**src/pfs_params.svh**
```systemverilog
// Purpose: Offsets, field positions, reset values and counts for the pin function select block.
// Assumes: Byte addressing on the register bus, one 32-bit word per register.
// Notes: Included by its bare name; definitions only.
`ifndef PFS_PARAMS_SVH
`define PFS_PARAMS_SVH

// Register byte offsets
`define PFS_OFS_SYS_CTRL 5'h00
`define PFS_OFS_FLAG_DIR 5'h04
`define PFS_OFS_FLAG_VAL 5'h08
`define PFS_OFS_FLAG_OUT 5'h0C
`define PFS_OFS_STATUS 5'h10

// Field positions
`define PFS_SYS_SERIAL_BIT 10
`define PFS_STAT_DONE_BIT 4
`define PFS_STAT_PF_LSB 8
`define PFS_STAT_FLAG_IN_BIT 16
`define PFS_STRAP_MODE_C 2

// Reset values
`define PFS_RST_SERIAL 1'h1
`define PFS_RST_FLAG_DIR 8'h00
`define PFS_RST_FLAG_VAL 8'h00
`define PFS_RST_FLAG_OUT 1'h0

// Synchronised pin vector layout
`define PFS_PIN_W 33
`define PFS_ADDR_LSB 0
`define PFS_DATA_LSB 13
`define PFS_PF_LSB 21
`define PFS_SER_LSB 29

// Cycles after reset release before the strap pins are trusted
`define PFS_STRAP_SETTLE 3'h4

`endif

```
**src/pfs_pkg.sv**
```systemverilog
// Purpose: State types for the pin function select block.
// Assumes: Widths fixed by pfs_params.svh.
// Notes: Each module keeps all of its state in one of these structs.
`include "pfs_params.svh"

package pfs_pkg;

	// Synchroniser state, three stages plus the agreed value
	typedef struct packed {
		logic [`PFS_PIN_W-1:0] s1;
		logic [`PFS_PIN_W-1:0] s2;
		logic [`PFS_PIN_W-1:0] s3;
		logic [`PFS_PIN_W-1:0] stable;
	} pfs_sync_t;

	// Top-level state, registers and registered outputs
	typedef struct packed {
		logic avs_wait;
		logic [31:0] avs_rdata;
		logic ctrl_serial;
		logic [7:0] flag_dir;
		logic [7:0] flag_val;
		logic flag_output;
		logic [3:0] strap;
		logic [2:0] strap_cnt;
		logic strap_done;
		logic [13:0] addr_o;
		logic [13:0] addr_oe;
		logic [7:0] data_o;
		logic [7:0] data_oe;
		logic [7:0] pf_o;
		logic [7:0] pf_oe;
		logic [3:0] ser_o;
		logic [3:0] ser_oe;
		logic [7:0] core_data;
		logic [15:0] host_ad;
		logic [3:0] host_ctl_n;
		logic [3:0] pf_irq_n;
		logic [1:0] ser_irq_n;
		logic flag_in;
		logic ser_rx_data;
		logic ser_tx_sync;
		logic ser_rx_sync;
	} pfs_state_t;

endpackage

```
**src/pfs_sync.sv**
```systemverilog
// Purpose: Three-stage synchroniser for every pin input of the block.
// Assumes: One clock; pins are asynchronous to it.
// Notes: A bit changes only once stages two and three agree.
`timescale 1ns/100ps
`default_nettype none
`include "pfs_params.svh"

module pfs_sync (
	input wire logic core_clk_in,
	input wire logic resetn_in,
	input wire logic [`PFS_PIN_W-1:0] pins_in,
	output logic [`PFS_PIN_W-1:0] stable_out
);
	import pfs_pkg::*;

	pfs_sync_t st_q; // Registered state
	pfs_sync_t st_d; // Next state

	// Next state; first stage feeds only the second
	always_comb begin
		st_d = st_q;
		st_d.s1 = pins_in;
		st_d.s2 = st_q.s1;
		st_d.s3 = st_q.s2;
		// Take a bit only where stages two and three agree
		// Agreement at either level moves the bit; disagreement holds it
		st_d.stable = (st_q.s2 & ~(st_q.s2 ^ st_q.s3)) | (st_q.stable & (st_q.s2 ^ st_q.s3));
	end

	// State register, synchronous clear
	always_ff @(posedge core_clk_in) begin
		if (!resetn_in) begin
			st_q <= '0;
		end else begin
			st_q <= st_d;
		end
	end

	assign stable_out = st_q.stable;

endmodule // pfs_sync
`default_nettype wire

```
**src/pfs_top.sv**
```systemverilog
// Purpose: Pin function select for shared bus, flag, interrupt and serial pins.
// Assumes: 200 MHz core_clk_in; pin inputs asynchronous; core signals on this clock.
// Notes: Every pin output and enable is registered, so pins follow one cycle late.
//
// Chosen here: register access over Avalon-MM and the placing of the registers.
`timescale 1ns/100ps
`default_nettype none
`include "pfs_params.svh"

module pfs_top (
	input wire logic core_clk_in,
	input wire logic resetn_in,
	// Avalon-MM slave
	input wire logic [4:0] avs_address_in,
	input wire logic avs_read_in,
	input wire logic avs_write_in,
	input wire logic [31:0] avs_writedata_in,
	input wire logic [3:0] avs_byteenable_in,
	output logic [31:0] avs_readdata_out,
	output logic avs_waitrequest_out,
	// Shared address pins A0..A13
	input wire logic [13:1] addr_pin_in,
	output logic [13:0] addr_pin_out,
	output logic [13:0] addr_pin_oe_out,
	// Shared data pins D0..D7
	input wire logic [7:0] data_pin_in,
	output logic [7:0] data_pin_out,
	output logic [7:0] data_pin_oe_out,
	// Programmable flag pins 0..7
	input wire logic [7:0] programmable_flag_in,
	output logic [7:0] programmable_flag_out,
	output logic [7:0] programmable_flag_oe_out,
	// Serial port one pins: tx data, tx sync, rx sync, rx data
	input wire logic [3:0] serial_one_pin_in,
	output logic [3:0] serial_one_pin_out,
	output logic [3:0] serial_one_pin_oe_out,
	// Core external bus side
	input wire logic [13:0] core_addr_in,
	input wire logic [7:0] core_data_in,
	input wire logic core_data_oe_in,
	output logic [7:0] core_data_out,
	// Core host memory port side
	input wire logic [15:0] host_addr_data_in,
	input wire logic host_addr_data_oe_in,
	input wire logic host_acknowledge_n_in,
	output logic [15:0] host_addr_data_out,
	output logic host_chip_select_n_out,
	output logic host_address_latch_out,
	output logic host_read_strobe_n_out,
	output logic host_write_strobe_n_out,
	// Core interrupt inputs from flag pins 4..7
	output logic edge_interrupt_n_out,
	output logic level_interrupt_zero_n_out,
	output logic level_interrupt_one_n_out,
	output logic interrupt_two_n_out,
	// Core serial port one side
	input wire logic serial_one_tx_data_in,
	input wire logic serial_one_tx_sync_in,
	input wire logic serial_one_tx_sync_oe_in,
	input wire logic serial_one_rx_sync_in,
	input wire logic serial_one_rx_sync_oe_in,
	output logic serial_one_tx_sync_out,
	output logic serial_one_rx_sync_out,
	output logic serial_one_rx_data_out,
	output logic interrupt_one_n_out,
	output logic interrupt_zero_n_out,
	output logic flag_input_out
);
	import pfs_pkg::*;

	pfs_state_t st_q; // Registered state
	pfs_state_t st_d; // Next state
	logic [`PFS_PIN_W-1:0] pin_raw; // All asynchronous pin inputs
	logic [`PFS_PIN_W-1:0] pin_s; // Synchronised, agreed levels
	logic [12:0] ps_addr; // A1..A13 levels
	logic [7:0] ps_data; // D0..D7 levels
	logic [7:0] ps_pf; // Flag pin levels
	logic [3:0] ps_ser; // Serial pin levels
	logic bus_req; // Avalon request present
	logic mode_host; // Host port owns shared pins
	logic [31:0] rd_val; // Read mux result

	assign pin_raw = {serial_one_pin_in, programmable_flag_in, data_pin_in, addr_pin_in};

	// One synchroniser for all pins keeps the three-stage filter uniform
	pfs_sync u_sync (
		.core_clk_in(core_clk_in),
		.resetn_in(resetn_in),
		.pins_in(pin_raw),
		.stable_out(pin_s)
	);

	assign ps_addr = pin_s[`PFS_ADDR_LSB +: 13];
	assign ps_data = pin_s[`PFS_DATA_LSB +: 8];
	assign ps_pf = pin_s[`PFS_PF_LSB +: 8];
	assign ps_ser = pin_s[`PFS_SER_LSB +: 4];
	assign bus_req = avs_read_in | avs_write_in;
	assign mode_host = st_q.strap[`PFS_STRAP_MODE_C];

	// Register read mux; unmapped offsets read zero
	always_comb begin
		rd_val = 32'h0000_0000;
		case (avs_address_in)
			`PFS_OFS_SYS_CTRL: begin
				rd_val[`PFS_SYS_SERIAL_BIT] = st_q.ctrl_serial;
			end
			`PFS_OFS_FLAG_DIR: begin
				rd_val[7:0] = st_q.flag_dir;
			end
			`PFS_OFS_FLAG_VAL: begin
				rd_val[7:0] = st_q.flag_val;
			end
			`PFS_OFS_FLAG_OUT: begin
				rd_val[0] = st_q.flag_output;
			end
			`PFS_OFS_STATUS: begin
				rd_val[3:0] = st_q.strap;
				rd_val[`PFS_STAT_DONE_BIT] = st_q.strap_done;
				rd_val[`PFS_STAT_PF_LSB +: 8] = ps_pf;
				rd_val[`PFS_STAT_FLAG_IN_BIT] = ps_ser[3];
			end
			default: begin
				rd_val = 32'h0000_0000;
			end
		endcase
	end

	// Next state for bus, straps and every pin mux
	always_comb begin
		st_d = st_q;

		// Bus slave: one wait cycle, then done; writes land on the done edge
		if (bus_req && st_q.avs_wait) begin
			st_d.avs_wait = 1'b0;
			st_d.avs_rdata = avs_read_in ? rd_val : st_q.avs_rdata;
		end else if (!st_q.avs_wait) begin
			st_d.avs_wait = 1'b1;
			if (avs_write_in) begin
				case (avs_address_in)
					`PFS_OFS_SYS_CTRL: begin
						// Serial select lives in byte lane one
						if (avs_byteenable_in[1]) begin
							st_d.ctrl_serial = avs_writedata_in[`PFS_SYS_SERIAL_BIT];
						end
					end
					`PFS_OFS_FLAG_DIR: begin
						if (avs_byteenable_in[0]) begin
							st_d.flag_dir = avs_writedata_in[7:0];
						end
					end
					`PFS_OFS_FLAG_VAL: begin
						if (avs_byteenable_in[0]) begin
							st_d.flag_val = avs_writedata_in[7:0];
						end
					end
					`PFS_OFS_FLAG_OUT: begin
						if (avs_byteenable_in[0]) begin
							st_d.flag_output = avs_writedata_in[0];
						end
					end
					default: begin
						// Status and unmapped writes are ignored
						st_d.ctrl_serial = st_q.ctrl_serial;
					end
				endcase
			end
		end

		// Strap capture once the synchroniser holds post-release levels
		if (!st_q.strap_done) begin
			st_d.strap_cnt = st_q.strap_cnt + 3'h1;
			if (st_q.strap_cnt == `PFS_STRAP_SETTLE) begin
				st_d.strap = ps_pf[3:0];
				st_d.strap_done = 1'b1;
			end
		end

		// Shared bus pins; drivers stay off until the mode is known
		if (mode_host) begin
			// Host port owns A1..A13 and D0..D7
			st_d.addr_o = {host_addr_data_in[12:0], core_addr_in[0]};
			st_d.addr_oe = {{13{host_addr_data_oe_in}}, 1'b1};
			st_d.data_o = {4'h0, host_acknowledge_n_in, host_addr_data_in[15:13]};
			st_d.data_oe = {4'h0, 1'b1, {3{host_addr_data_oe_in}}};
			st_d.host_ad = {ps_data[2:0], ps_addr};
			st_d.host_ctl_n = ps_data[7:4];
			st_d.core_data = 8'h00;
		end else begin
			// Plain external address and data bus
			st_d.addr_o = core_addr_in;
			st_d.addr_oe = 14'h3FFF;
			st_d.data_o = core_data_in;
			st_d.data_oe = {8{core_data_oe_in}};
			st_d.host_ad = 16'h0000;
			st_d.host_ctl_n = 4'hF;
			st_d.core_data = ps_data;
		end
		if (!st_q.strap_done) begin
			st_d.addr_oe = 14'h0000;
			st_d.data_oe = 8'h00;
		end

		// Flag pins; the upper four also feed interrupts whatever the mode
		st_d.pf_o = st_q.flag_val;
		st_d.pf_oe = st_q.strap_done ? st_q.flag_dir : 8'h00;
		st_d.pf_irq_n = ps_pf[7:4];

		// Serial port one pins or interrupt and flag pins
		if (st_q.ctrl_serial) begin
			st_d.ser_o = {1'b0, serial_one_rx_sync_in, serial_one_tx_sync_in,
				serial_one_tx_data_in};
			st_d.ser_oe = {1'b0, serial_one_rx_sync_oe_in, serial_one_tx_sync_oe_in, 1'b1};
			st_d.ser_tx_sync = ps_ser[1];
			st_d.ser_rx_sync = ps_ser[2];
			st_d.ser_rx_data = ps_ser[3];
			st_d.ser_irq_n = 2'h3;
			st_d.flag_in = 1'b0;
		end else begin
			st_d.ser_o = {3'h0, st_q.flag_output};
			st_d.ser_oe = 4'h1;
			st_d.ser_tx_sync = 1'b0;
			st_d.ser_rx_sync = 1'b0;
			st_d.ser_rx_data = 1'b0;
			st_d.ser_irq_n = {ps_ser[1], ps_ser[2]};
			st_d.flag_in = ps_ser[3];
		end
	end

	// State register with synchronous reset to constants
	always_ff @(posedge core_clk_in) begin
		if (!resetn_in) begin
			st_q <= '0;
			st_q.avs_wait <= 1'b1;
			st_q.ctrl_serial <= `PFS_RST_SERIAL;
			st_q.flag_dir <= `PFS_RST_FLAG_DIR;
			st_q.flag_val <= `PFS_RST_FLAG_VAL;
			st_q.flag_output <= `PFS_RST_FLAG_OUT;
			st_q.host_ctl_n <= 4'hF;
			st_q.pf_irq_n <= 4'hF;
			st_q.ser_irq_n <= 2'h3;
		end else begin
			st_q <= st_d;
		end
	end

	// Outputs straight from the state register
	assign avs_readdata_out = st_q.avs_rdata;
	assign avs_waitrequest_out = st_q.avs_wait;
	assign addr_pin_out = st_q.addr_o;
	assign addr_pin_oe_out = st_q.addr_oe;
	assign data_pin_out = st_q.data_o;
	assign data_pin_oe_out = st_q.data_oe;
	assign programmable_flag_out = st_q.pf_o;
	assign programmable_flag_oe_out = st_q.pf_oe;
	assign serial_one_pin_out = st_q.ser_o;
	assign serial_one_pin_oe_out = st_q.ser_oe;
	assign core_data_out = st_q.core_data;
	assign host_addr_data_out = st_q.host_ad;
	assign host_chip_select_n_out = st_q.host_ctl_n[0];
	assign host_address_latch_out = st_q.host_ctl_n[1];
	assign host_read_strobe_n_out = st_q.host_ctl_n[2];
	assign host_write_strobe_n_out = st_q.host_ctl_n[3];
	assign edge_interrupt_n_out = st_q.pf_irq_n[0];
	assign level_interrupt_zero_n_out = st_q.pf_irq_n[1];
	assign level_interrupt_one_n_out = st_q.pf_irq_n[2];
	assign interrupt_two_n_out = st_q.pf_irq_n[3];
	assign serial_one_tx_sync_out = st_q.ser_tx_sync;
	assign serial_one_rx_sync_out = st_q.ser_rx_sync;
	assign serial_one_rx_data_out = st_q.ser_rx_data;
	assign interrupt_one_n_out = st_q.ser_irq_n[1];
	assign interrupt_zero_n_out = st_q.ser_irq_n[0];
	assign flag_input_out = st_q.flag_in;
endmodule // pfs_top
`default_nettype wire
```
**config.mk**
```make
export PLATFORM = sky130hd
export DESIGN_NAME = pfs_top
export DESIGN_NICKNAME = d
export VERILOG_FILES = /design/src/pfs_pkg.sv /design/src/pfs_sync.sv /design/src/pfs_top.sv
export VERILOG_INCLUDE_DIRS = /design/src /design/src/src
export SDC_FILE = /design/constraint.sdc
export NUM_CORES = 1
export LEC_CHECK = 0
export CORE_MARGIN = 5
export CORE_UTILIZATION = 58
export CTS_CLUSTER_SIZE = 14
export DETAILED_ROUTE_END_ITERATION = 6
export DONT_BUFFER_PORTS = 1
export HOLD_SLACK_MARGIN = 0.03
export PLACE_DENSITY = 0.78
export SLEW_MARGIN = 20
export SYNTH_ARGS = -nofsm -noshare
export SYNTH_HDL_FRONTEND = slang
export SYNTH_HIERARCHICAL = 1
export SYNTH_SLANG_ARGS = --single-unit
```
**constraint.sdc**
```tcl
create_clock -name core_clk_in -period 4.7 [get_ports core_clk_in]
set_clock_uncertainty 0.05 [all_clocks]
set_input_delay 0.705 -clock core_clk_in [delete_from_list [all_inputs] [get_ports core_clk_in]]
set_output_delay 0.705 -clock core_clk_in [all_outputs]
set_load 0.005 [all_outputs]
```
==> results.yml <==
critical_path:
  arrival_ns: 1.30
  crit_fanout: 13
  r2r_start: "mode_host$_SDFFE_PN0P_"
  crit_path_start: "addr_pin_oe_out[12]$_SDFF_PN0_"
  worstSetupEndpointType: "output pin"
  crit_path_start_kind: "flip-flop"
  regToRegSetupSlack_ns: 2.77
  r2r-end: "data_pin_oe_out[4]$_SDFF_PP0_"
  worstRegToRegCells: 2
  critical_path_class: "flip-flop to output pin"
  cp_data_required_time_ns: 3.94
sta:
  max_freq_ghz: 0.4862
  holdWs_ns: 0.2326
  max_slew_margin_pct: 28.77
  hold_viol_final: 0
  min_period_over_period_pct: 43.76
  setup_viol: 0
  finalSetupTns_ns: 0
  slew_viol_final: 0
  max_slew.worst_pin.slew_ns: 1.068
  min_period_ns: 2.057
  rsz0062_at_grt: "no"
job:
  drv_cap: 0
die:
  ioPinCount: 263
  start_util_pct: 59.29
  num_rows: 46
  die_h_um: 137.7
  die_x_um: 137.7
  dieArea_um2: 18950
  core_um2: 15940
detailed_routing:
  met2_length_um: 8040
  vias: 4909
  drtIter0Drc: 259
  wl_per_cell_um: 16.33
  drc: 0
  route.met3.wl_um: 1261
  routed_via_density: 4.994
  wl_met1_um: 6405
  dr.pass1.iters: 4
  highest_layer: "met4"
  drt-total-wl_um: 16050
  ant_nets: 0
grt:
  grt-ovfl-total: 0
  first_global_vias: 4887
  track_usage_pct: 16.08
  grt_antenna_before_repair: 1
  grt_start_max_net_pins: 240
  grt_first_pass_wirelength_um: 24620
synth:
  yosysWarnings: 6
  netlist_area_um2: 9453
  syn_area_per_cell_um2: 10.50
  synthCells: 900
pwr:
  p_per_area_nw_per_um2: 475.8
  ir_drop_v: 0.0003327
  power.leakage_nw: 3.616
  power_w: 0.004409
min_path:
  hold_path.class: "input port to flip-flop"
  hold_end: "serial_one_pin_oe_out[0]$_SDFF_PN0_"
  min_path_cells: 0
  min_from: "resetn_in"
clock_tree:
  cts_setup_buffers: 0
  cts_sinks: 259
  cts-root-buf: "clkbuf_16"
  cts_buffer_depth: 3
  cts_made_buffers: 26
  clk_pin_slew_ns: 0.06
  ctsHoldBuffers: 0
  htreeDepth: 1
  insertion_delay_ns: 0.51
  cts_tree: "done"
  cts_resized: 0
cells_and_area:
  register_area_um2: 5186
  fill_cells: 1339
  final_area_um2: 9265
  syn_to_final_growth_pct: -1.985
  instances_no_fill: 983
  nets: 874
  multi_input_area_um2: 2918
  drive_above_1_share_pct: 7.050
placement:
  dp_cells: 936
  dp.final_hpwl_um: 10800
  placed_area_um2: 8393
  place_congestion: 0.7410
  io_buffers: 0
run_status:
  status: "finished clean"
## how the worst max path moves through the flow
stage | end | slack, ns | cells after the start
2_1_floorplan | st_d[54]$_SDFFE_PN0P_ | 2.55 | 6
3_3_place_gp | st_q[123]$_SDFFE_PN0P_ | 2.54 | 4
3_5_place_dp | st_d[54]$_SDFFE_PN0P_ | 2.50 | 4
4_1_cts | addr_pin_oe_out[7] | 2.60 | 0
5_1_grt | addr_pin_oe_out[7] | 2.42 | 0
6_report | addr_pin_oe_out[7] | 2.64 | 0
## power by group
group / switching [W] / internal, W / leakage [nW] / total (W)
Clock: 0.000797 / 0.00123 / 0.431 / 0.00203
Sequential: 0.0000346 / 0.00225 / 2.11 / 0.00229
Combinational: 0.0000426 / 0.0000513 / 1.07 / 0.0000939
## routing by layer
metal  vias up  global-route usage, %
li1       2446                      -
met1      2273                  19.06
met2       164                  28.42
met3        26                  4.127
met4         0                  5.100
met5         -                      0
## through the flow
| step | utilization [%] | worst slack [ns] |
|---|---|---|
| CTS | 58.10 | 2.595 |
| floorplan | - | 2.547 |
| global placement | 52.64 | 2.537 |
| detailed placement | 52.64 | 2.501 |
| global route | 58.11 | 2.420 |
| finish | 58.11 | 2.643 |
## layout make-up
type	count	share of cell area (%)
Tap cell	216	2.917
Inverter	5	0.2026
Sequential cell	259	55.98
Multi-Input combinational cell	456	31.49
Antenna cell	1	0.02701
Clock inverter	7	0.7427
Clock buffer	39	8.643
## placed cells by master, fill, tap and decap left out, drive strengths merged
cell type,n
xnor2,2
a221oi,3
a32o,4
mux2i,42
a21boi,41
diode,1
xor2,1
nand2,46
o211ai,1
or2b,1
a2bb2oi,1
o21ai,38
o2bb2ai,4
clkinv,4
and2,121
and2b,2
nand3b,2
a31oi,1
clkbuf,39
and3,31
a21oi,3
a22oi,3
ha,2
clkinvlp,1
mux2,2
conb,17
bufinv,1
nor3,4
nand3,9
dfxtp,259
or3,2
or2,4
nand2b,8
nor2,12
inv,6
nand4,2
nor2b,46
a32oi,1
Note: power is estimated with default switching activity, not from simulation.
